`config.mk`:
```
export PLATFORM = sky130hd
export DESIGN_NAME = sgpef_top
export DESIGN_NICKNAME = d
export VERILOG_FILES = /design/src/rtl/sgpef_pin_mux.v /design/src/rtl/sgpef_top.v
export VERILOG_INCLUDE_DIRS = /design/src /design/src/rtl
export SDC_FILE = /design/constraint.sdc
export NUM_CORES = 1
export LEC_CHECK = 0
export BUFFER_PORTS_ARGS = -buffer_cell sky130_fd_sc_hd__clkbuf_2
export CORE_MARGIN = 2
export CORE_UTILIZATION = 49
export DETAILED_ROUTE_END_ITERATION = 8
export GPL_ROUTABILITY_DRIVEN = 0
export GPL_TIMING_DRIVEN = 0
export PLACE_DENSITY = 0.89
export SYNTH_ARGS = -nofsm -noshare
export SYNTH_HDL_FRONTEND = slang
export SYNTH_SLANG_ARGS = --single-unit
```
`constraint.sdc`:
```
create_clock -name REF_CLK_IN -period 2.56 [get_ports REF_CLK_IN]
set_clock_uncertainty 0.05 [all_clocks]
set_input_delay 0.128 -clock REF_CLK_IN [delete_from_list [all_inputs] [get_ports REF_CLK_IN]]
set_output_delay 0.128 -clock REF_CLK_IN [all_outputs]
set_load 0.005 [all_outputs]
```
`src/rtl/sgpef_map.vh`:
```
/*
 * Register map and field layout of the shared port E/F block.
 * Assumes word-aligned AHB-Lite access; byte address = index * 4.
 */
`ifndef SGPEF_MAP_VH
`define SGPEF_MAP_VH

// Register indices; the byte address is the index shifted left by two
`define SGPEF_IDX_E_DATA   6'h08
`define SGPEF_IDX_F_DATA   6'h09
`define SGPEF_IDX_E_DIR    6'h0c
`define SGPEF_IDX_F_DIR    6'h0d
`define SGPEF_IDX_ROUTE    6'h10
`define SGPEF_IDX_TMR_ELS  6'h11

// Fields of the peripheral routing register
`define SGPEF_RT_SPI_EN    0
`define SGPEF_RT_SPI_MSTR  1
`define SGPEF_RT_MODF_EN   2
`define SGPEF_RT_SCI_EN    3

// Port E pin positions of the shared functions
`define SGPEF_E_SCK        7
`define SGPEF_E_MOSI       6
`define SGPEF_E_MISO       5
`define SGPEF_E_SS         4
`define SGPEF_E_TCH1       3
`define SGPEF_E_TCH0       2
`define SGPEF_E_RXD        1
`define SGPEF_E_TXD        0

// Reset values
`define SGPEF_RST_E_DATA   8'h00
`define SGPEF_RST_E_DIR    8'h00
`define SGPEF_RST_F_DIR    4'h0
`define SGPEF_RST_ROUTE    4'h0
`define SGPEF_RST_TMR_ELS  12'h000

`endif

```
`src/rtl/sgpef_pin_mux.v`:
```
/*
 * Output stage of a group of port pins: picks latch/direction or the
 * owning peripheral's drive and registers the pin value and enable.
 * Assumes a synchronous active-high reset and one clock.
 */
`timescale 1ns/100ps

module sgpef_pin_mux #(
    parameter WIDTH = 8
) (
    input  wire             clk_in,     // Block clock
    input  wire             rst_in,     // Synchronous reset
    input  wire [WIDTH-1:0] latch_in,   // Port data latch
    input  wire [WIDTH-1:0] dir_in,     // Direction bits, 1 = output
    input  wire [WIDTH-1:0] own_in,     // Pin owned by a peripheral
    input  wire [WIDTH-1:0] per_val_in, // Peripheral drive value
    input  wire [WIDTH-1:0] per_oe_in,  // Peripheral output enable
    output reg  [WIDTH-1:0] pin_out,    // Registered pin value
    output reg  [WIDTH-1:0] pin_oe_out  // Registered pin enable
);

    wire [WIDTH-1:0] val_next; // Pin value for the next edge
    wire [WIDTH-1:0] oe_next;  // Pin enable for the next edge

    genvar i;

    // An owned pin follows its peripheral, any other its latch and direction
    generate
        for (i = 0; i < WIDTH; i = i + 1) begin : g_pin
            assign val_next[i] = own_in[i] ? per_val_in[i] : latch_in[i]; // [RULE_19]
            assign oe_next[i]  = own_in[i] ? per_oe_in[i] : dir_in[i]; // [RULE_09] [RULE_17]
        end
    endgenerate

    // One flop pair per pin keeps the pad free of combinational glitches
    always @(posedge clk_in) begin
        if (rst_in) begin
            pin_out    <= {WIDTH{1'b0}};
            pin_oe_out <= {WIDTH{1'b0}};
        end else begin
            pin_out    <= val_next;
            pin_oe_out <= oe_next; // [RULE_02] [RULE_14]
        end
    end

endmodule // sgpef_pin_mux

```
`src/rtl/sgpef_top.v`:
```
/*
 * Shared general-purpose ports E (8 pins) and F (4 pins) with an
 * AHB-Lite register slave and hand-over of pins to SPI, serial and
 * timer peripherals.
 * Assumes pins and peripheral drives are synchronous to REF_CLK_IN,
 * and a single AHB-Lite master doing whole-word single transfers.
 */
//
// Summary of operation
// RULE_01: Port E has eight read/write latch bits, each with a direction bit.
// RULE_02: Port E direction one drives the pin; reset clears all direction bits.
// RULE_03: Port E read gives latch where direction is one, pin level otherwise.
// RULE_04: Data latches take writes in any direction; input pins unaffected.
// RULE_05: With SPI enabled, E7 is SPI clock, output as master, input as slave.
// RULE_06: With SPI enabled, E6 is master-out/slave-in, else plain I/O.
// RULE_07: With SPI enabled, E5 is master-in/slave-out, else plain I/O.
// RULE_08: E4 is slave select unless SPI off or master without mode-fault check.
// RULE_09: Peripheral-owned E pins ignore direction for driving, not for reads.
// RULE_10: E3 and E2 become timer channels 1 and 0 when selected.
// RULE_11: With serial interface enabled, E1 is its receive input.
// RULE_12: With serial interface enabled, E0 is its transmit output.
// RULE_13: Port F has four latch bits with direction bits; reset keeps latches.
// RULE_14: Port F direction one drives the pin; reset clears direction bits.
// RULE_15: Port F read gives latch where direction is one, pin level otherwise.
// RULE_16: F3 to F0 become timer channels 5 to 2 when selected.
// RULE_17: Timer-owned F pins ignore direction for driving, not for reads.
// RULE_18: Software should load the latch before turning a pin to output.
// RULE_19: An owned pin takes value and enable from its peripheral.
`timescale 1ns/100ps
`include "sgpef_map.vh"

module sgpef_top #(
    parameter E_WIDTH = 8,
    parameter F_WIDTH = 4,
    parameter T_CHANS = 6
) (
    input  wire                 REF_CLK_IN,      // 20 MHz block clock
    input  wire                 RST_IN,          // Synchronous reset, high
    input  wire                 HSEL_IN,         // AHB slave select
    input  wire [7:0]           HADDR_IN,        // AHB byte address
    input  wire [1:0]           HTRANS_IN,       // AHB transfer type
    input  wire                 HWRITE_IN,       // AHB write, high
    input  wire [2:0]           HSIZE_IN,        // AHB size, word only
    input  wire [31:0]          HWDATA_IN,       // AHB write data
    input  wire                 HREADY_IN,       // AHB bus ready
    output reg  [31:0]          HRDATA_OUT,      // AHB read data
    output reg                  HREADYOUT_OUT,   // AHB slave ready
    output reg                  HRESP_OUT,       // AHB response, always OKAY
    input  wire [E_WIDTH-1:0]   PE_PIN_IN,       // Port E pin levels
    output wire [E_WIDTH-1:0]   PE_PIN_OUT,      // Port E pin drive value
    output wire [E_WIDTH-1:0]   PE_PIN_OE_OUT,   // Port E pin drive enable
    input  wire [F_WIDTH-1:0]   PF_PIN_IN,       // Port F pin levels
    output wire [F_WIDTH-1:0]   PF_PIN_OUT,      // Port F pin drive value
    output wire [F_WIDTH-1:0]   PF_PIN_OE_OUT,   // Port F pin drive enable
    input  wire                 SPI_SCK_DRV_IN,  // SPI master clock drive
    input  wire                 SPI_MOSI_DRV_IN, // SPI master data drive
    input  wire                 SPI_MISO_DRV_IN, // SPI slave data drive
    input  wire                 SCI_TXD_DRV_IN,  // Serial transmit drive
    input  wire [T_CHANS-1:0]   TMR_CH_DRV_IN,   // Timer channel drives
    input  wire [T_CHANS-1:0]   TMR_CH_OE_IN,    // Timer channel enables
    output reg                  SPI_ENABLE_OUT,  // SPI enable bit
    output reg                  SPI_MASTER_OUT,  // SPI master select
    output reg                  MODE_FAULT_EN_OUT, // SPI mode-fault enable
    output reg                  SCI_ENABLE_OUT,  // Serial interface enable
    output reg  [2*T_CHANS-1:0] TMR_ELS_OUT      // Timer edge/level selects
);

    // Byte-lane-free read of a port: latch where output, pin where input
    function [7:0] port_read;
        input [7:0] latch;
        input [7:0] dir;
        input [7:0] pin;
        begin
            port_read = (latch & dir) | (pin & ~dir);
        end
    endfunction

    // A timer channel claims its pin for any non-zero edge/level select
    function chan_on;
        input [1:0] els;
        begin
            chan_on = els[1] | els[0];
        end
    endfunction

    // Register state and next values
    reg  [E_WIDTH-1:0]   e_latch_reg;
    reg  [E_WIDTH-1:0]   e_latch_next;
    reg  [E_WIDTH-1:0]   e_dir_reg;
    reg  [E_WIDTH-1:0]   e_dir_next;
    reg  [F_WIDTH-1:0]   f_latch_reg;
    reg  [F_WIDTH-1:0]   f_latch_next;
    reg  [F_WIDTH-1:0]   f_dir_reg;
    reg  [F_WIDTH-1:0]   f_dir_next;
    reg  [3:0]           route_reg;
    reg  [3:0]           route_next;
    reg  [2*T_CHANS-1:0] els_reg;
    reg  [2*T_CHANS-1:0] els_next;

    // Bus pipeline state
    reg                  wr_pend_reg;
    reg  [5:0]           wr_idx_reg;
    reg  [31:0]          rdata_next;

    // Pin ownership and peripheral drives
    reg  [E_WIDTH-1:0]   e_own;
    reg  [E_WIDTH-1:0]   e_per_val;
    reg  [E_WIDTH-1:0]   e_per_oe;
    wire [F_WIDTH-1:0]   f_own;
    wire [T_CHANS-1:0]   chan_sel;

    wire                 addr_ok;
    wire [5:0]           addr_idx;
    wire                 spi_en;
    wire                 spi_mstr;
    wire                 modf_en;
    wire                 sci_en;

    assign addr_ok  = HSEL_IN & HTRANS_IN[1] & HREADY_IN;
    assign addr_idx = HADDR_IN[7:2];
    assign spi_en   = route_reg[`SGPEF_RT_SPI_EN];
    assign spi_mstr = route_reg[`SGPEF_RT_SPI_MSTR];
    assign modf_en  = route_reg[`SGPEF_RT_MODF_EN];
    assign sci_en   = route_reg[`SGPEF_RT_SCI_EN];

    // Address phase capture; writes land in the following data phase
    always @(posedge REF_CLK_IN) begin
        if (RST_IN) begin
            wr_pend_reg <= 1'b0;
            wr_idx_reg  <= 6'h00;
        end else begin
            wr_pend_reg <= addr_ok & HWRITE_IN;
            wr_idx_reg  <= addr_idx;
        end
    end

    // Write decode; unmapped indices are ignored and still answer OKAY
    always @* begin
        e_latch_next = e_latch_reg;
        e_dir_next   = e_dir_reg;
        f_latch_next = f_latch_reg;
        f_dir_next   = f_dir_reg;
        route_next   = route_reg;
        els_next     = els_reg;
        if (wr_pend_reg) begin
            case (wr_idx_reg)
                `SGPEF_IDX_E_DATA: begin
                    e_latch_next = HWDATA_IN[E_WIDTH-1:0]; // [RULE_01] [RULE_04]
                end
                `SGPEF_IDX_F_DATA: begin
                    f_latch_next = HWDATA_IN[F_WIDTH-1:0]; // [RULE_13] [RULE_04]
                end
                `SGPEF_IDX_E_DIR: begin
                    e_dir_next = HWDATA_IN[E_WIDTH-1:0];   // [RULE_01]
                end
                `SGPEF_IDX_F_DIR: begin
                    f_dir_next = HWDATA_IN[F_WIDTH-1:0];   // [RULE_13]
                end
                `SGPEF_IDX_ROUTE: begin
                    route_next = HWDATA_IN[3:0];
                end
                `SGPEF_IDX_TMR_ELS: begin
                    els_next = HWDATA_IN[2*T_CHANS-1:0];
                end
                default: begin
                    route_next = route_reg;
                end
            endcase
        end
    end

    // Control registers; direction bits clear so every pin starts as input
    always @(posedge REF_CLK_IN) begin
        if (RST_IN) begin
            e_latch_reg <= `SGPEF_RST_E_DATA;
            e_dir_reg   <= `SGPEF_RST_E_DIR;  // [RULE_02]
            f_dir_reg   <= `SGPEF_RST_F_DIR;  // [RULE_14]
            route_reg   <= `SGPEF_RST_ROUTE;
            els_reg     <= `SGPEF_RST_TMR_ELS;
        end else begin
            e_latch_reg <= e_latch_next;
            e_dir_reg   <= e_dir_next;
            f_dir_reg   <= f_dir_next;
            route_reg   <= route_next;
            els_reg     <= els_next;
        end
    end

    // Port F latch is deliberately outside reset, so it survives a reset
    always @(posedge REF_CLK_IN) begin
        f_latch_reg <= f_latch_next; // [RULE_13]
    end

    // Read data from next values, so a read right after a write sees it
    always @* begin
        rdata_next = 32'h0000_0000;
        case (addr_idx)
            `SGPEF_IDX_E_DATA: begin
                rdata_next[7:0] = port_read(e_latch_next, e_dir_next,
                                            PE_PIN_IN); // [RULE_03] [RULE_09]
            end
            `SGPEF_IDX_F_DATA: begin
                rdata_next[7:0] = port_read({4'h0, f_latch_next},
                                            {4'h0, f_dir_next},
                                            {4'h0, PF_PIN_IN}); // [RULE_15] [RULE_17]
            end
            `SGPEF_IDX_E_DIR: begin
                rdata_next[E_WIDTH-1:0] = e_dir_next;
            end
            `SGPEF_IDX_F_DIR: begin
                rdata_next[F_WIDTH-1:0] = f_dir_next;
            end
            `SGPEF_IDX_ROUTE: begin
                rdata_next[3:0] = route_next;
            end
            `SGPEF_IDX_TMR_ELS: begin
                rdata_next[2*T_CHANS-1:0] = els_next;
            end
            default: begin
                rdata_next = 32'h0000_0000;
            end
        endcase
    end

    // Zero-wait slave: data is ready in the first data-phase cycle
    always @(posedge REF_CLK_IN) begin
        if (RST_IN) begin
            HRDATA_OUT    <= 32'h0000_0000;
            HREADYOUT_OUT <= 1'b1;
            HRESP_OUT     <= 1'b0;
        end else begin
            HREADYOUT_OUT <= 1'b1;
            HRESP_OUT     <= 1'b0;
            if (addr_ok && !HWRITE_IN) begin
                HRDATA_OUT <= rdata_next;
            end else begin
                HRDATA_OUT <= 32'h0000_0000;
            end
        end
    end

    // Enables handed to the peripherals straight from flops
    always @(posedge REF_CLK_IN) begin
        if (RST_IN) begin
            SPI_ENABLE_OUT    <= 1'b0;
            SPI_MASTER_OUT    <= 1'b0;
            MODE_FAULT_EN_OUT <= 1'b0;
            SCI_ENABLE_OUT    <= 1'b0;
            TMR_ELS_OUT       <= `SGPEF_RST_TMR_ELS;
        end else begin
            SPI_ENABLE_OUT    <= route_next[`SGPEF_RT_SPI_EN];
            SPI_MASTER_OUT    <= route_next[`SGPEF_RT_SPI_MSTR];
            MODE_FAULT_EN_OUT <= route_next[`SGPEF_RT_MODF_EN];
            SCI_ENABLE_OUT    <= route_next[`SGPEF_RT_SCI_EN];
            TMR_ELS_OUT       <= els_next;
        end
    end

    // Channel select per timer channel
    genvar c;
    generate
        for (c = 0; c < T_CHANS; c = c + 1) begin : g_chan
            assign chan_sel[c] = chan_on(els_reg[2*c+1:2*c]);
        end
    endgenerate

    // Port F pins map to timer channels 2 upward
    generate
        for (c = 0; c < F_WIDTH; c = c + 1) begin : g_f_own
            assign f_own[c] = chan_sel[c+2]; // [RULE_16]
        end
    endgenerate

    // Port E ownership and drives; slave-select and receive never drive
    always @* begin
        e_own     = {E_WIDTH{1'b0}};
        e_per_val = {E_WIDTH{1'b0}};
        e_per_oe  = {E_WIDTH{1'b0}};

        // SPI clock: out as master, in as slave
        e_own[`SGPEF_E_SCK]     = spi_en;               // [RULE_05]
        e_per_val[`SGPEF_E_SCK] = SPI_SCK_DRV_IN;
        e_per_oe[`SGPEF_E_SCK]  = spi_mstr;             // [RULE_05]

        // Master-out line driven only by a master
        e_own[`SGPEF_E_MOSI]     = spi_en;              // [RULE_06]
        e_per_val[`SGPEF_E_MOSI] = SPI_MOSI_DRV_IN;
        e_per_oe[`SGPEF_E_MOSI]  = spi_mstr;

        // Master-in line driven only by a slave
        e_own[`SGPEF_E_MISO]     = spi_en;              // [RULE_07]
        e_per_val[`SGPEF_E_MISO] = SPI_MISO_DRV_IN;
        e_per_oe[`SGPEF_E_MISO]  = ~spi_mstr;

        // Slave select is freed when a master ignores mode faults
        e_own[`SGPEF_E_SS] = spi_en & ~(spi_mstr & ~modf_en); // [RULE_08]

        // Timer channels 1 and 0
        e_own[`SGPEF_E_TCH1]     = chan_sel[1];         // [RULE_10]
        e_per_val[`SGPEF_E_TCH1] = TMR_CH_DRV_IN[1];
        e_per_oe[`SGPEF_E_TCH1]  = TMR_CH_OE_IN[1];
        e_own[`SGPEF_E_TCH0]     = chan_sel[0];         // [RULE_10]
        e_per_val[`SGPEF_E_TCH0] = TMR_CH_DRV_IN[0];
        e_per_oe[`SGPEF_E_TCH0]  = TMR_CH_OE_IN[0];

        // Serial receive input and transmit output
        e_own[`SGPEF_E_RXD]     = sci_en;               // [RULE_11]
        e_own[`SGPEF_E_TXD]     = sci_en;               // [RULE_12]
        e_per_val[`SGPEF_E_TXD] = SCI_TXD_DRV_IN;
        e_per_oe[`SGPEF_E_TXD]  = 1'b1;                 // [RULE_12]
    end

    // Port E output stage
    sgpef_pin_mux #(
        .WIDTH (E_WIDTH)
    ) u_e_mux (
        .clk_in     (REF_CLK_IN),
        .rst_in     (RST_IN),
        .latch_in   (e_latch_reg),
        .dir_in     (e_dir_reg),
        .own_in     (e_own),
        .per_val_in (e_per_val),
        .per_oe_in  (e_per_oe),
        .pin_out    (PE_PIN_OUT),
        .pin_oe_out (PE_PIN_OE_OUT)
    );

    // Port F output stage; timer drives fill in the owned pins
    sgpef_pin_mux #(
        .WIDTH (F_WIDTH)
    ) u_f_mux (
        .clk_in     (REF_CLK_IN),
        .rst_in     (RST_IN),
        .latch_in   (f_latch_reg),
        .dir_in     (f_dir_reg),
        .own_in     (f_own),
        .per_val_in (TMR_CH_DRV_IN[T_CHANS-1:2]),
        .per_oe_in  (TMR_CH_OE_IN[T_CHANS-1:2]),
        .pin_out    (PF_PIN_OUT),
        .pin_oe_out (PF_PIN_OE_OUT)
    );

endmodule // sgpef_top

```
==> impl_metrics.toml <==
[placed_design]
pre_cts_slack_ns = 0.234
dp_hpwl_mm = 8.21
port_buffers = 101
dpl-instance-area_mm2 = 0.00457

[cells_and_area]
design_area_mm2 = 0.00498
final_cell_mix = "clkbuf_2, dfxtp_1, nor2_1"
syn2layout_area_growth_pct = 28.9
finalNetCount = 668
top_regs = "HRDATA_OUT (12), TMR_ELS_OUT (12)"
diodes = 0
layout_commonest_cell = "clkbuf_2"
drive_above_1_share_pct = 26.9

[die]
start_util_pct = 50.2
io_pins = 152
die_h_um = 92.8
fp-row-count = 32
fp.coreArea_mm2 = 0.00769
die_w_um = 92.8
dieArea_mm2 = 0.00861

[timing]
fmax_mhz = 414
tns_ns = 0
slew_headroom_pct = 43.7
final-hold-violation-count = 0
drv_slew = 0
timing.final.crit_share_pct = 94.3
finalSetupViolCount = 0
tightest_slew_ns = 0.840
finalWorstSetupSlack_ns = 0.145
min_period_ns = 2.41
grt_setup_unrepaired = "false"

[outcome]
status = "completed"

[power_and_ir_drop]
total_power_mw = 2.52
power.density_mw_per_mm2 = 506
peakVddDrop_v = 0.000311
p_leak_nw = 2.29

[job]
maxCapViolations = 0

[logic_synthesis]
yosys_most_used_dff = "dfxtp_1"
ys_seq_area_share_pct = 43.0
synthCells = 438
synth_top_area_cell = "dfxtp_1"
synth_warnings = 0
synth_edf_count = 0
async_flop_share_pct = 0
synth.avg_cell_area_um2 = 8.82
ys_types = 56
synth_top_area_share_pct = 43.0
netlist_area_mm2 = 0.00386
synth-seq-cells = 83
synth_area_leaders = "dfxtp_1, mux2i_1, nor2_1"

[worst_hold_path]
worstHoldStart = "HADDR_IN[6]"
min_path_type = "input pin to flip-flop"

[global_routing]
grt_max_degree = 16
antenna_found_initial = 0
grt_pass1_vias = 3742
track_usage_pct = 26.8
grt_pass1_wl_mm = 18.0
grt-ovfl-total = 0

[clock_network]
cts.sinks = 83
clk_pin_slew_ns = 0.09
insertion_delay_ns = 0.36
cts_tree = "yes"
cts_buffers = 9
cts_resized = 0
root_buffer = "clkbuf_8"
h-tree-depth = 3
clock_path_buffers = 2

[detailed_routing]
ant_nets = 0
drt-total-wl_mm = 11.5
first_iter_violations = 432
vias_per_cell = 5.69
remaining_drc_errors = 0
wl_per_cell_um = 16.5
first_pass_iters = 5
vias = 3964

[worst_setup_path]
cp_top_family = "simple AND/OR/NAND/NOR gates"
critical_path_required_ns = 2.75
crit_fanout = 9
worst-endpoint-arrival_ns = 2.61
slowest_stage = "dfxtp_1"
reg2reg_from = "wr_idx_reg[0]$_SDFF_PP0_"
crit_path_start = "wr_idx_reg[0]$_SDFF_PP0_"
cp-start-kind = "flip-flop"
crit_path_end_kind = "flip-flop"
path_buf_inv = 0
crit_type = "flip-flop to flip-flop"
slowest_delay_ns = 0.56
critical_path.cell_chain = "nand3b_1 > nor2_1 > mux2i_1 > o22ai_1 > or4_1"
==> path summary, 6_finish.rpt <==
kind / endpoint / slack [ns] / depth (start not counted)
min reg2reg: u_f_mux.pin_oe_out[3]$_SDFF_PP0_ / 0.44 / 2
max: HRDATA_OUT[1]$_SDFF_PP0_ / 0.15 / 5
min: wr_idx_reg[4]$_SDFF_PP0_ / 0.02 / 2
max reg2reg: HRDATA_OUT[1]$_SDFF_PP0_ / 0.15 / 5
==> logic make-up (layout without fill, tap and decap cells) <==
family | after synthesis | in the layout | share of synthesized area (%)
flip-flops | 83 | 83 | 43.0
AO/OA/AOI/OAI | 113 | 113 | 17.5
buffers and inverters | 53 | 190 | 7.42
other | 2 | 22 | 0.194
multiplexers | 40 | 40 | 10.6
AND/OR/NAND/NOR | 147 | 147 | 21.3
==> repair_timing <==
| item | CTS | global route |
|---|---|---|
| buffers inserted | 0 | 0 |
| endpoints found under the hold margin | 23 | 0 |
| hold buffers | 20 | 0 |
==> worst reg2reg max path, cell delays in order, from the launching register on <==
cell	delay, ns
dfxtp_1	0.56
nand3b_1	0.24
nor2_1	0.44
mux2i_1	0.38
o22ai_1	0.12
or4_1	0.52
==> Yosys cell counts, types with 2 or more instances <==
cell type and instances:
buf_4 22, nor3b_1 4, nor2b_1 10, o22ai_1 17, mux2i_1 33, o31ai_1 2
a31oi_1 3, nor4b_1 4, dfxtp_1 83, buf_1 3, and2_1 4, clkbuf_1 10
nand2b_1 8, nor2_1 57, buf_2 4, o21ai_1 5, o21ai_0 25, a21boi_0 2
o2bb2ai_1 2, nand4b_1 3, nand4bb_1 2, mux2_2 7, or3b_1 3, or4_1 2
and4b_1 2, conb_1 2, a221oi_1 4, a31o_1 2, a32o_1 2, nand2_1 21
a22oi_1 2, a21oi_1 40, inv_1 14, nand4_1 4, nand3_1 9
==> routing by layer <==
metal	GRT usage, %	up-vias	part of all wire (%)
met5	0	-	0
met2	44.0	290	47
met4	14.8	0	4.3
met1	33.5	1782	38
met3	4.48	56	10
li1	-	1836	-
==> per-stage QoR <==
stage               hold slack, ns  util, %  instances
finish                      0.0192     64.7        697
floorplan                    0.200        -        458
global route                0.0378     64.7        697
global placement             0.320     59.5        661
detailed placement           0.331     59.5        661
CTS                         0.0129     64.7        697
==> report_power, final <==
part,switching [mW],total [mW],internal (mW)
sequential,0.0122,1.31,1.30
combinational,0.111,0.218,0.107
clock,0.497,0.983,0.486
==> layout make-up <==
| type | count | area [um2] |
|---|---|---|
| fill | 656 | 2710 |
| clock buffer | 10 | 138 |
| inverter | 14 | 52.6 |
| sequential | 83 | 1660 |
| tap | 102 | 128 |
| buffer | 39 | 234 |
| clock inverter | 6 | 68.8 |
| timing repair buffer | 121 | 706 |
| multi-input combinational | 322 | 1990 |
No activity file was read; power rests on OpenSTA's default activity.
